**src/verilog/route_pkg.sv**
```systemverilog
`default_nettype none
package route_pkg;
  // Output 0 is the software PWM output, outputs 1 to 4 follow.
  localparam int unsigned NUM_OUT = 5;
  localparam int unsigned APB_AW = 8;
  localparam int unsigned CFG_W = 16;

  // Register byte offsets.
  localparam logic [7:0] OFS_CFG_BASE = 8'h00;
  localparam logic [7:0] OFS_CTRL = 8'h20;
  localparam logic [7:0] OFS_ROUTE_EN = 8'h24;
  localparam logic [7:0] OFS_POLARITY = 8'h28;
  localparam logic [7:0] OFS_MAN_EN = 8'h2C;
  localparam logic [7:0] OFS_MAN_VAL = 8'h30;
  localparam logic [7:0] OFS_PIN_STATE = 8'h34;

  // Reset values.
  localparam logic [15:0] CFG_RESET = 16'hFFFF;
  localparam logic [31:0] WORD_RESET = 32'h0000_0000;

  // Configuration word layout.
  localparam int unsigned CFG_SRC_LSB = 8;
  localparam int unsigned CFG_INV_BIT = 7;
  localparam logic [15:0] CFG_OFF = 16'hFFFF;

  // In normal mode output k (1 and up) follows control, polarity and manual bits OUT_BIT_BASE + k - 1.
  localparam int unsigned OUT_BIT_BASE = 16;
  localparam int unsigned ST_PIN_LSB = 0;
  localparam int unsigned ST_LVL_LSB = 8;

  // Source codes.
  localparam logic [7:0] SRC_ONE = 8'h00;
  localparam logic [7:0] SRC_ZERO = 8'h01;
  localparam logic [7:0] SRC_ENC_FIRST = 8'h02;
  localparam logic [7:0] SRC_ENC_LAST = 8'h08;
  localparam logic [7:0] SRC_POS_FIRST = 8'h09;
  localparam logic [7:0] SRC_POS_LAST = 8'h0F;
  localparam logic [7:0] SRC_BRAKE = 8'h10;
  localparam logic [7:0] SRC_BRAKE_INV = 8'h11;

  // Timing.
  localparam int unsigned CLK_HZ = 20_000_000;
  localparam int unsigned SWPWM_MAX_HZ = 2000;
  localparam int unsigned OUT_MAX_HZ = 500;
  localparam int unsigned SWPWM_HALF_CYC =
    (CLK_HZ + 2 * SWPWM_MAX_HZ - 1) / (2 * SWPWM_MAX_HZ);
  localparam int unsigned OUT_HALF_CYC =
    (CLK_HZ + 2 * OUT_MAX_HZ - 1) / (2 * OUT_MAX_HZ);
  localparam logic [7:0] PEND_MAX = 8'hFF;

  typedef enum logic [1:0] {
    ST_IDLE = 2'b00,
    ST_HIGH = 2'b01,
    ST_LOW = 2'b10
  } pulse_state_e;
endpackage
`default_nettype wire

```
**src/verilog/step_pulse_shaper.sv**
```systemverilog
`timescale 1ns/100ps
`default_nettype none
module step_pulse_shaper #(
  parameter int unsigned HALF_CYC = route_pkg::OUT_HALF_CYC
) (
  input wire logic pclk,
  input wire logic presetn,
  input wire logic step,
  input wire logic clr,
  input wire logic [2:0] div_sel,
  output logic pulse
);
  import route_pkg::*;

  localparam logic [15:0] LAST = 16'(HALF_CYC - 1);

  pulse_state_e st_r, st_nxt;
  logic [15:0] tmr_r, tmr_nxt;
  logic [5:0] pre_r, pre_nxt;
  logic [7:0] pend_r, pend_nxt;
  logic pulse_r, pulse_nxt;
  logic take, bump;
  logic [5:0] mask;

  always_comb begin
    st_nxt = st_r;
    tmr_nxt = tmr_r;
    pre_nxt = pre_r;
    pend_nxt = pend_r;
    take = 1'b0;
    bump = 1'b0;
    mask = 6'((7'h01 << div_sel) - 7'h01);
    case (st_r)
      ST_IDLE: begin
        if (pend_r != 8'h00) begin
          st_nxt = ST_HIGH;
          tmr_nxt = 16'h0000;
          take = 1'b1;
        end
      end
      ST_HIGH: begin
        if (tmr_r == LAST) begin
          st_nxt = ST_LOW;
          tmr_nxt = 16'h0000;
        end else begin
          tmr_nxt = tmr_r + 16'h0001;
        end
      end
      ST_LOW: begin
        if (tmr_r == LAST) begin
          st_nxt = ST_IDLE;
          tmr_nxt = 16'h0000;
        end else begin
          tmr_nxt = tmr_r + 16'h0001;
        end
      end
      default: begin
        st_nxt = ST_IDLE;
      end
    endcase
    if (step) begin
      if (pre_r >= mask) begin
        pre_nxt = 6'h00;
        bump = 1'b1;
      end else begin
        pre_nxt = pre_r + 6'h01;
      end
    end
    if (bump && !take && pend_r != PEND_MAX) begin
      pend_nxt = pend_r + 8'h01;
    end else if (take && !bump) begin
      pend_nxt = pend_r - 8'h01;
    end
    if (clr) begin
      st_nxt = ST_IDLE;
      tmr_nxt = 16'h0000;
      pre_nxt = 6'h00;
      pend_nxt = 8'h00;
    end
    pulse_nxt = (st_nxt == ST_HIGH);
  end

  always_ff @(posedge pclk or negedge presetn) begin
    if (!presetn) begin
      st_r <= ST_IDLE;
      tmr_r <= 16'h0000;
      pre_r <= 6'h00;
      pend_r <= 8'h00;
      pulse_r <= 1'b0;
    end else begin
      st_r <= st_nxt;
      tmr_r <= tmr_nxt;
      pre_r <= pre_nxt;
      pend_r <= pend_nxt;
      pulse_r <= pulse_nxt;
    end
  end

  assign pulse = pulse_r;
endmodule // step_pulse_shaper
`default_nettype wire

```
**src/verilog/output_signal_routing.sv**
```systemverilog
// The register offsets and the APB register port were decided locally.
`timescale 1ns/100ps
`default_nettype none
module output_signal_routing #(
  parameter int unsigned SWPWM_HALF_CYC = route_pkg::SWPWM_HALF_CYC,
  parameter int unsigned OUT_HALF_CYC = route_pkg::OUT_HALF_CYC
) (
  input wire logic pclk,
  input wire logic presetn,
  input wire logic psel,
  input wire logic penable,
  input wire logic pwrite,
  input wire logic [route_pkg::APB_AW-1:0] paddr,
  input wire logic [31:0] pwdata,
  output logic [31:0] prdata,
  output logic pready,
  output logic pslverr,
  input wire logic [31:0] enc_count,
  input wire logic [31:0] pos_actual,
  input wire logic brake_pwm,
  input wire logic [route_pkg::NUM_OUT-1:0] pin_i,
  output logic [route_pkg::NUM_OUT-1:0] pin_o,
  output logic [route_pkg::NUM_OUT-1:0] pin_oe_n
);
  import route_pkg::*;

  typedef logic [CFG_W-1:0] cfg_t;

  function automatic logic ctrl_bit(input logic [31:0] w,
                                    input logic [6:0] sel);
    logic r;
    r = 1'b0;
    if (sel < 7'd32) begin
      r = w[sel[4:0]];
    end
    return r;
  endfunction

  function automatic logic [1:0] src_kind(input logic [7:0] code);
    logic [1:0] k;
    k = 2'd0;
    if (code >= SRC_ENC_FIRST && code <= SRC_ENC_LAST) begin
      k = 2'd1;
    end else if (code >= SRC_POS_FIRST && code <= SRC_POS_LAST) begin
      k = 2'd2;
    end
    return k;
  endfunction

  function automatic logic [2:0] src_div(input logic [7:0] code);
    logic [7:0] d;
    d = 8'h00;
    if (src_kind(code) == 2'd1) begin
      d = code - SRC_ENC_FIRST;
    end else if (src_kind(code) == 2'd2) begin
      d = code - SRC_POS_FIRST;
    end
    return d[2:0];
  endfunction

  function automatic logic route_level(input cfg_t cfg,
                                       input logic [31:0] ctrl,
                                       input logic pulse,
                                       input logic brake);
    logic gate;
    logic src;
    gate = ctrl_bit(ctrl, cfg[6:0]) ^ cfg[CFG_INV_BIT];
    case (cfg[15:CFG_SRC_LSB])
      SRC_ONE: src = 1'b1;
      SRC_ZERO: src = 1'b0;
      SRC_BRAKE: src = brake;
      SRC_BRAKE_INV: src = !brake;
      default: src = (src_kind(cfg[15:8]) != 2'd0) && pulse;
    endcase
    if (cfg == CFG_OFF) begin
      src = 1'b0;
    end
    return gate && src;
  endfunction

  // Register file.
  cfg_t cfg_r [NUM_OUT];
  cfg_t cfg_nxt [NUM_OUT];
  logic [31:0] ctrl_r, ctrl_nxt;
  logic route_en_r, route_en_nxt;
  logic [31:0] pol_r, pol_nxt;
  logic [31:0] man_en_r, man_en_nxt;
  logic [31:0] man_val_r, man_val_nxt;
  logic [31:0] prdata_r, prdata_nxt;
  logic [NUM_OUT-1:0] cfg_wr;
  logic acc, wr, mapped;
  logic [5:0] widx;

  // Step detection and output levels.
  logic [31:0] enc_prev_r, enc_prev_nxt;
  logic [31:0] pos_prev_r, pos_prev_nxt;
  logic primed_r, primed_nxt;
  logic enc_step, pos_step;
  logic [NUM_OUT-1:0] shp_pulse;
  logic [NUM_OUT-1:0] level_r, level_nxt;

  assign acc = psel && penable;
  assign wr = acc && pwrite;
  assign widx = paddr[7:2];
  assign pready = 1'b1;
  assign pslverr = acc && !mapped;

  always_comb begin
    mapped = 1'b1;
    if (widx >= 6'(NUM_OUT) && paddr != OFS_CTRL &&
        paddr != OFS_ROUTE_EN && paddr != OFS_POLARITY &&
        paddr != OFS_MAN_EN && paddr != OFS_MAN_VAL &&
        paddr != OFS_PIN_STATE) begin
      mapped = 1'b0;
    end
    if (paddr[1:0] != 2'b00) begin
      mapped = 1'b0;
    end
  end

  always_comb begin
    ctrl_nxt = ctrl_r;
    route_en_nxt = route_en_r;
    pol_nxt = pol_r;
    man_en_nxt = man_en_r;
    man_val_nxt = man_val_r;
    prdata_nxt = prdata_r;
    for (int i = 0; i < NUM_OUT; i++) begin
      cfg_wr[i] = wr && mapped && widx == 6'(i);
      cfg_nxt[i] = cfg_wr[i] ? pwdata[CFG_W-1:0] : cfg_r[i];
    end
    if (wr && mapped) begin
      case (paddr)
        OFS_CTRL: ctrl_nxt = pwdata;
        OFS_ROUTE_EN: route_en_nxt = pwdata[0];
        OFS_POLARITY: pol_nxt = pwdata;
        OFS_MAN_EN: man_en_nxt = pwdata;
        OFS_MAN_VAL: man_val_nxt = pwdata;
        default: ;
      endcase
    end
    if (psel && !penable && !pwrite) begin
      prdata_nxt = WORD_RESET;
      if (widx < 6'(NUM_OUT) && paddr[1:0] == 2'b00) begin
        prdata_nxt = {16'h0000, cfg_r[widx[2:0]]};
      end else begin
        case (paddr)
          OFS_CTRL: prdata_nxt = ctrl_r;
          OFS_ROUTE_EN: prdata_nxt = {31'h0000_0000, route_en_r};
          OFS_POLARITY: prdata_nxt = pol_r;
          OFS_MAN_EN: prdata_nxt = man_en_r;
          OFS_MAN_VAL: prdata_nxt = man_val_r;
          OFS_PIN_STATE: begin
            prdata_nxt[ST_PIN_LSB +: NUM_OUT] = pin_i;
            prdata_nxt[ST_LVL_LSB +: NUM_OUT] = level_r;
          end
          default: prdata_nxt = WORD_RESET;
        endcase
      end
    end
  end

  always_ff @(posedge pclk or negedge presetn) begin
    if (!presetn) begin
      for (int i = 0; i < NUM_OUT; i++) begin
        cfg_r[i] <= CFG_RESET;
      end
      ctrl_r <= WORD_RESET;
      route_en_r <= 1'b0;
      pol_r <= WORD_RESET;
      man_en_r <= WORD_RESET;
      man_val_r <= WORD_RESET;
      prdata_r <= WORD_RESET;
    end else begin
      for (int i = 0; i < NUM_OUT; i++) begin
        cfg_r[i] <= cfg_nxt[i];
      end
      ctrl_r <= ctrl_nxt;
      route_en_r <= route_en_nxt;
      pol_r <= pol_nxt;
      man_en_r <= man_en_nxt;
      man_val_r <= man_val_nxt;
      prdata_r <= prdata_nxt;
    end
  end

  assign prdata = prdata_r;

  // Each change of a watched value from the second cycle after reset on counts as one increment.
  always_comb begin
    enc_prev_nxt = enc_count;
    pos_prev_nxt = pos_actual;
    primed_nxt = 1'b1;
    enc_step = primed_r && (enc_count != enc_prev_r);
    pos_step = primed_r && (pos_actual != pos_prev_r);
  end

  always_ff @(posedge pclk or negedge presetn) begin
    if (!presetn) begin
      enc_prev_r <= WORD_RESET;
      pos_prev_r <= WORD_RESET;
      primed_r <= 1'b0;
    end else begin
      enc_prev_r <= enc_prev_nxt;
      pos_prev_r <= pos_prev_nxt;
      primed_r <= primed_nxt;
    end
  end

  for (genvar g = 0; g < NUM_OUT; g++) begin : g_out
    logic [1:0] kind;
    assign kind = src_kind(cfg_r[g][15:8]);
    step_pulse_shaper #(
      .HALF_CYC(g == 0 ? SWPWM_HALF_CYC : OUT_HALF_CYC)
    ) u_shaper (
      .pclk(pclk),
      .presetn(presetn),
      .step((kind == 2'd1 && enc_step) || (kind == 2'd2 && pos_step)),
      .clr(cfg_wr[g]),
      .div_sel(src_div(cfg_r[g][15:8])),
      .pulse(shp_pulse[g])
    );
  end

  always_comb begin
    logic [4:0] b;
    b = 5'd0;
    for (int i = 0; i < NUM_OUT; i++) begin
      b = 5'(OUT_BIT_BASE + i - 1);
      level_nxt[i] = 1'b0;
      if (route_en_r) begin
        level_nxt[i] = route_level(cfg_r[i], ctrl_r, shp_pulse[i],
                                   brake_pwm);
      end else if (i != 0) begin
        level_nxt[i] = man_en_r[b] ? man_val_r[b] : ctrl_r[b] ^ pol_r[b];
      end
    end
  end

  always_ff @(posedge pclk or negedge presetn) begin
    if (!presetn) begin
      level_r <= '0;
    end else begin
      level_r <= level_nxt;
    end
  end

  // Open drain: a high level releases the pin, a low level pulls it down.
  assign pin_o = '0;
  assign pin_oe_n = level_r;
endmodule // output_signal_routing
`default_nettype wire

```
**config.mk**
```make
export PLATFORM = sky130hd
export DESIGN_NAME = output_signal_routing
export DESIGN_NICKNAME = d
export VERILOG_FILES = /design/src/verilog/route_pkg.sv /design/src/verilog/step_pulse_shaper.sv /design/src/verilog/output_signal_routing.sv
export SDC_FILE = /design/constraint.sdc
export NUM_CORES = 1
export LEC_CHECK = 0
export BUFFER_PORTS_ARGS = -buffer_cell sky130_fd_sc_hd__buf_2
export CORE_MARGIN = 5
export CORE_UTILIZATION = 30
export CTS_CLUSTER_DIAMETER = 40
export CTS_CLUSTER_SIZE = 10
export DETAILED_ROUTE_END_ITERATION = 6
export PLACE_DENSITY = 0.57
export SKIP_CTS_REPAIR_TIMING = 1
export SYNTH_ARGS = -nofsm -noshare
export SYNTH_HDL_FRONTEND = slang
export SYNTH_HIERARCHICAL = 1
export SYNTH_SLANG_ARGS = --single-unit
```
**constraint.sdc**
```tcl
create_clock -name pclk -period 8.6 [get_ports pclk]
set_input_delay 2.15 -clock pclk [delete_from_list [all_inputs] [get_ports pclk]]
set_output_delay 2.15 -clock pclk [all_outputs]
set_load 0.03 [all_outputs]
```
# After elaboration in Yosys (flattened, before gate mapping)
# Cells that the tools add are included.
# classes
addsub	35
mul	0
n_div	0
n_lt_le_gt_ge	38
eq_ne	83
shifts	5
muxes	184
n_bitwise	10
reduce_logical	142
# ops
operator	count
16-bit two-way mux	17
16-bit case mux with 2 select lines	5
8-bit two-way mux	15
2-bit two-way mux	45
6-bit two-way mux	15
16-bit by 1-bit adder with 16-bit output (second input constant)	5
16-bit equality test (second input constant)	5
8-bit by 5-bit equality test with 1-bit output (second input constant)	10
8-bit by 4-bit less-or-equal comparator with 1-bit output (second input constant)	10
19-bit case mux with 4 select lines	1
1-bit logical AND	65
16-bit by 15-bit equality test with 1-bit output (second input constant)	4
32-bit != test	2
1-bit two-way mux	56
16-bit binary-select mux with 3-bit select	1
8-bit by 6-bit equality test with 1-bit output (second input constant)	6
8-bit by 6-bit != test with 1-bit output (second input constant)	6
8-bit by 1-bit adder with 8-bit output (second input constant)	5
8-bit by 1-bit equality test with 1-bit output (second input constant)	5
8-bit by 2-bit >= comparator with 1-bit output (second input constant)	5
8-bit by 4-bit >= comparator with 1-bit output (second input constant)	5
8-bit logical NOT	5
8-bit != test (second input constant)	5
8-bit nonzero test	5
other kinds (38)	194
# word_totals
regBits	476
latchBits	0
ram_bits	0
mem_bits_ro	0
inputBits	115
out_inout_bits	44
elab_cells	537
n_memories	0

# Depth between registers and ports, before layout
# logic_depth
depth_word	19
mapped_depth	25

# Hierarchy
# The synthesis kept the hierarchy.
# modules_own_cells
module	n_inst	cells_each	area_each_um2	seq_area_each_um2
output_signal_routing	1	1258	16285.6	7882.6
step_pulse_shaper at g_out[1].u_shaper ...	3	273	2426.1	825.8
step_pulse_shaper at g_out[4].u_shaper	1	262	2376.0	825.8
step_pulse_shaper at g_out[0].u_shaper	1	253	2321.0	825.8

# Worst setup path before layout
# No wires, ideal clock.
# synth_path
path_kind	input-to-output
start	input paddr[4] (netlist bit)
end	output pslverr
t_arrival_ps	3656
t_required_ps	6450
slack_ps	2794
path_stages	7
cell_sequence	buf_2 > buf_1 > o21ai_0 > and3_1 > clkbuf_1 > o21ai_0 > and3_1
# synth_between
elab_chain_cells	11
elab_cells_between_ends	17
# synth_rtl
element	line_no	text
from (decl)	output_signal_routing.sv:13	input wire logic [route_pkg::APB_AW-1:0] paddr,
6-bit by 3-bit >= comparator with 1-bit output / 8-bit by 6-bit != test with 1-bit output (equally long branches)	output_signal_routing.sv:110	if (widx >= 6'(NUM_OUT) && paddr != OFS_CTRL &&
1-bit logical AND (2 in series)	output_signal_routing.sv:110	
1-bit logical AND (2 in series)	output_signal_routing.sv:111	paddr != OFS_ROUTE_EN && paddr != OFS_POLARITY &&
1-bit logical AND	output_signal_routing.sv:112	paddr != OFS_MAN_EN && paddr != OFS_MAN_VAL &&
1-bit logical AND *	output_signal_routing.sv:112	
1-bit two-way mux *	output_signal_routing.sv:110	
1-bit two-way mux *	output_signal_routing.sv:116	if (paddr[1:0] != 2'b00) begin
1-bit logical NOT *	output_signal_routing.sv:106	assign pslverr = acc && !mapped;
1-bit logical AND *	output_signal_routing.sv:106	
to (decl)	output_signal_routing.sv:17	output logic pslverr,
# Every way passes the cells marked *; elsewhere a longest branch is shown, timed or not.

# Worst setup path after layout
# Same ends and word-level chain as after synthesis.

==> flow_summary_export.csv <==
group,metric,value,unit
cells_and_area,final_cell_mix,"dfrtp_1 (396), mux2_2 (210), buf_2 (151)",
sta,setup_viol,0,
drt,antenna_left,0,
setup_path,r2r_cells,18,
sta,clock_skew,30.0,ps
logic_synthesis,ys.flop_type,"dfrtp_1",
sta,fmax,0.159,GHz
sta,worst_slack,2290,ps
cells_and_area,area_delta_synth_final,18.5,%
drt,drc,0,
drt,wirelength,76.5,mm
setup_path,crit_arrival,4160,ps
pwr,clkPwrFrac,0.454,
cts,clk_latency,660,ps
global_route,grt_util_all_layers,0.151,
die,core,93500,µm²
job,drv_cap,0,
die,dieArea,100000,µm²
die,num_io_pins,159,
pwr,p_comb_frac,0.222,
sta,min_period,6310,ps
logic_synthesis,synth_area_per_cell,10.9,µm²
pwr,ir_drop,162,µV
logic_synthesis,synth_edf_count,0,
setup_path,crit_start,"paddr[4]",
setup_path,worstPathMaxFanout,34,
global_route,grt_max_degree,158,
pwr,p_leak,14.5,nW
setup_path,crit-reg2reg-capture,"g_out[4].u_shaper/pend_r[7]$_DFFE_PN0P_",
place,routabilityCongestion,0.853,
cells_and_area,design_area,33500,µm²
setup_path,path_class,"in2out",
sta,rsz0062_at_grt,"no",
cells_and_area,nNetsFinal,3002,
place,portBuffers,152,
drt,viasPerCell,5.24,
sta,tns,0,ps
global_route,antenna_found_initial,18,
sta,maxSlewViolCount,0,
logic_synthesis,synth-seq-cells,476,
cts,cts_tree,"built",
cts,cts_buffers,95,
pwr,power.internal,5.64,mW
cts,cts_sinks,476,
global_route,grt_pass1_vias,21300,
cells_and_area,drive_above_1_share,0.273,
drt,num_vias,21500,
setup_path,r2r_setup_slack,2540,ps
worst_hold_path,worstHoldStart,"prdata[9]$_DFFE_PN0P_",
setup_path,cp-end-kind,"output pin",
logic_synthesis,synthCells,2592,
logic_synthesis,ys_types,108,
sta,post-route-period-util,0.733,
die,die_h,317,µm
die,start_util,0.302,
pwr,powerDensity,245,nW/µm²
cells_and_area,final_common_cell,"dfrtp_1",
global_route,grt_pass1_wl,121,mm
worst_hold_path,hold_path.class,"reg2reg",
place,place_area,30200,µm²
cts,cts-htree-levels,3,
die,die_w,317,µm
logic_synthesis,synth_warnings,6,
cts,clock-root-buffer,"clkbuf_16",
setup_path,critPathLaunchType,"primary input",
worst_hold_path,min_to,"prdata[9]$_DFFE_PN0P_",
place,dpl_worst_slack,2180,ps
logic_synthesis,yosysSeqAreaShare,0.425,
setup_path,critPathRequiredTime,6450,ps
cts,clk_path_buf_depth,3,
logic_synthesis,ys_async_sr_fraction,1.00,
cells_and_area,final_core_util,0.358,
place,hpwlAfterDp,52.6,mm
pwr,seqPwrFrac,0.324,
worst_hold_path,hold_path_depth,2,
drt,wl_per_cell,18.7,µm
cts,cts.clk_slew.worst_paths,50,ps
logic_synthesis,synthesis.area,28300,µm²
sta,whs,472,ps
sta,worst_pin_slew,1120,ps
pwr,p_switching,2.57,mW
die,num_rows,112,
setup_path,rr_startpoint,"cfg_r[8]$_DFFE_PN1P_",
run_status,status,"completed",
pwr,power_switching_share,0.313,
sta,final_hold_viol_count,0,
global_route,overflow,0,
drt,drt_iter0_drc,1386,
drt,first_pass_iters,6,
sta,slew_headroom,0.253,
==> worst max path at each step <==
stage / depth (start not counted) / to / slack [ps]
after floorplan: 7 / pslverr / 2790
after global placement: 6 / pslverr / 2330
after CTS: 6 / pslverr / 2290
after detailed placement: 15 / g_out[4].u_shaper/pend_r[7]$_DFFE_PN0P_ / 2180
after global routing: 20 / g_out[4].u_shaper/pend_r[7]$_DFFE_PN0P_ / 2140
final: 6 / pslverr / 2290
==> critical path, cell delays in order <==
cell     delay, ps
buf_2          580
o21ai_0        240
and3_1         450
o21ai_0        330
and3_1         190
buf_2          190
==> per-layer routing <==
| layer | up-vias | GRT usage | share of wire |
|---|---|---|---|
| met1 | 10600 | 0.201 | 0.44 |
| met3 | 167 | 0.0401 | 0.072 |
| met2 | 608 | 0.238 | 0.45 |
| met5 | - | 0 | 0.0010 |
| met4 | 12 | 0.0540 | 0.034 |
| li1 | 10100 | - | - |
==> synthesized netlist by cell type, types with 42 or more instances <==
master | number | area, µm²
a21oi_1 | 93 | 465
mux2i_1 | 55 | 551
nand3_1 | 68 | 340
a22oi_1 | 54 | 405
dfstp_2 | 80 | 2100
xor2_1 | 70 | 613
inv_1 | 108 | 405
nor2_1 | 136 | 510
mux4_2 | 49 | 1100
nor3_1 | 58 | 290
nand2_1 | 120 | 450
clkbuf_1 | 49 | 184
nand4_1 | 43 | 269
ha_1 | 121 | 1510
mux2_2 | 210 | 2360
dfrtp_1 | 396 | 9910
o21ai_0 | 116 | 581
nor2b_1 | 42 | 263
==> registers in the layout (all words and copies together) (netlist names) <==
signal and flops:
cfg_r 80, g_out.u_shaper/tmr_r 80, g_out.u_shaper/pend_r 40, ctrl_r 32
enc_prev_r 32, man_en_r 32, man_val_r 32, pol_r 32
pos_prev_r 32, prdata 32, g_out.u_shaper/pre_r 30, g_out.u_shaper/st_r 10
g_out.u_shaper/pulse 5, pin_oe_n 5, primed_r 1, route_en_r 1
==> power groups by stage <==
stage / clock, mW / combinational (mW) / sequential, mW
CTS: 3.82 / 1.84 / 2.66
global route: 3.93 / 2.07 / 2.69
finish: 3.73 / 1.82 / 2.66
detailed placement: 0 / 1.83 / 2.69
floorplan: 0 / 1.45 / 2.64
global placement: 0 / 1.81 / 2.69
==> final cells by class <==
| class | count | area [µm²] |
|---|---|---|
| sequential | 476 | 12000 |
| antenna | 3 | 7.51 |
| clock inverter | 63 | 694 |
| fill | 9307 | 60000 |
| tap | 1254 | 1570 |
| multi-input combinational | 1903 | 15300 |
| timing repair buffer | 175 | 968 |
| inverter | 110 | 425 |
| clock buffer | 113 | 2550 |
==> cell families after synthesis <==
| group | synth area share |
|---|---|
| simple gates | 0.154 |
| compound gates | 0.140 |
| flops | 0.425 |
| other cells | 0.000266 |
| xor+xnor | 0.0285 |
| buf+inv | 0.0356 |
| mux | 0.160 |
| fa+ha+maj | 0.0571 |
==> stage by stage <==
| stage | power [mW] | instances |
|---|---|---|
| final | 8.21 | 4097 |
| after floorplan | 4.09 | 2597 |
| after global placement | 4.50 | 3918 |
| after CTS | 8.32 | 4094 |
| after global routing | 8.69 | 4095 |
| after detailed placement | 4.52 | 3918 |
No activity file was read; power rests on OpenSTA's default activity.
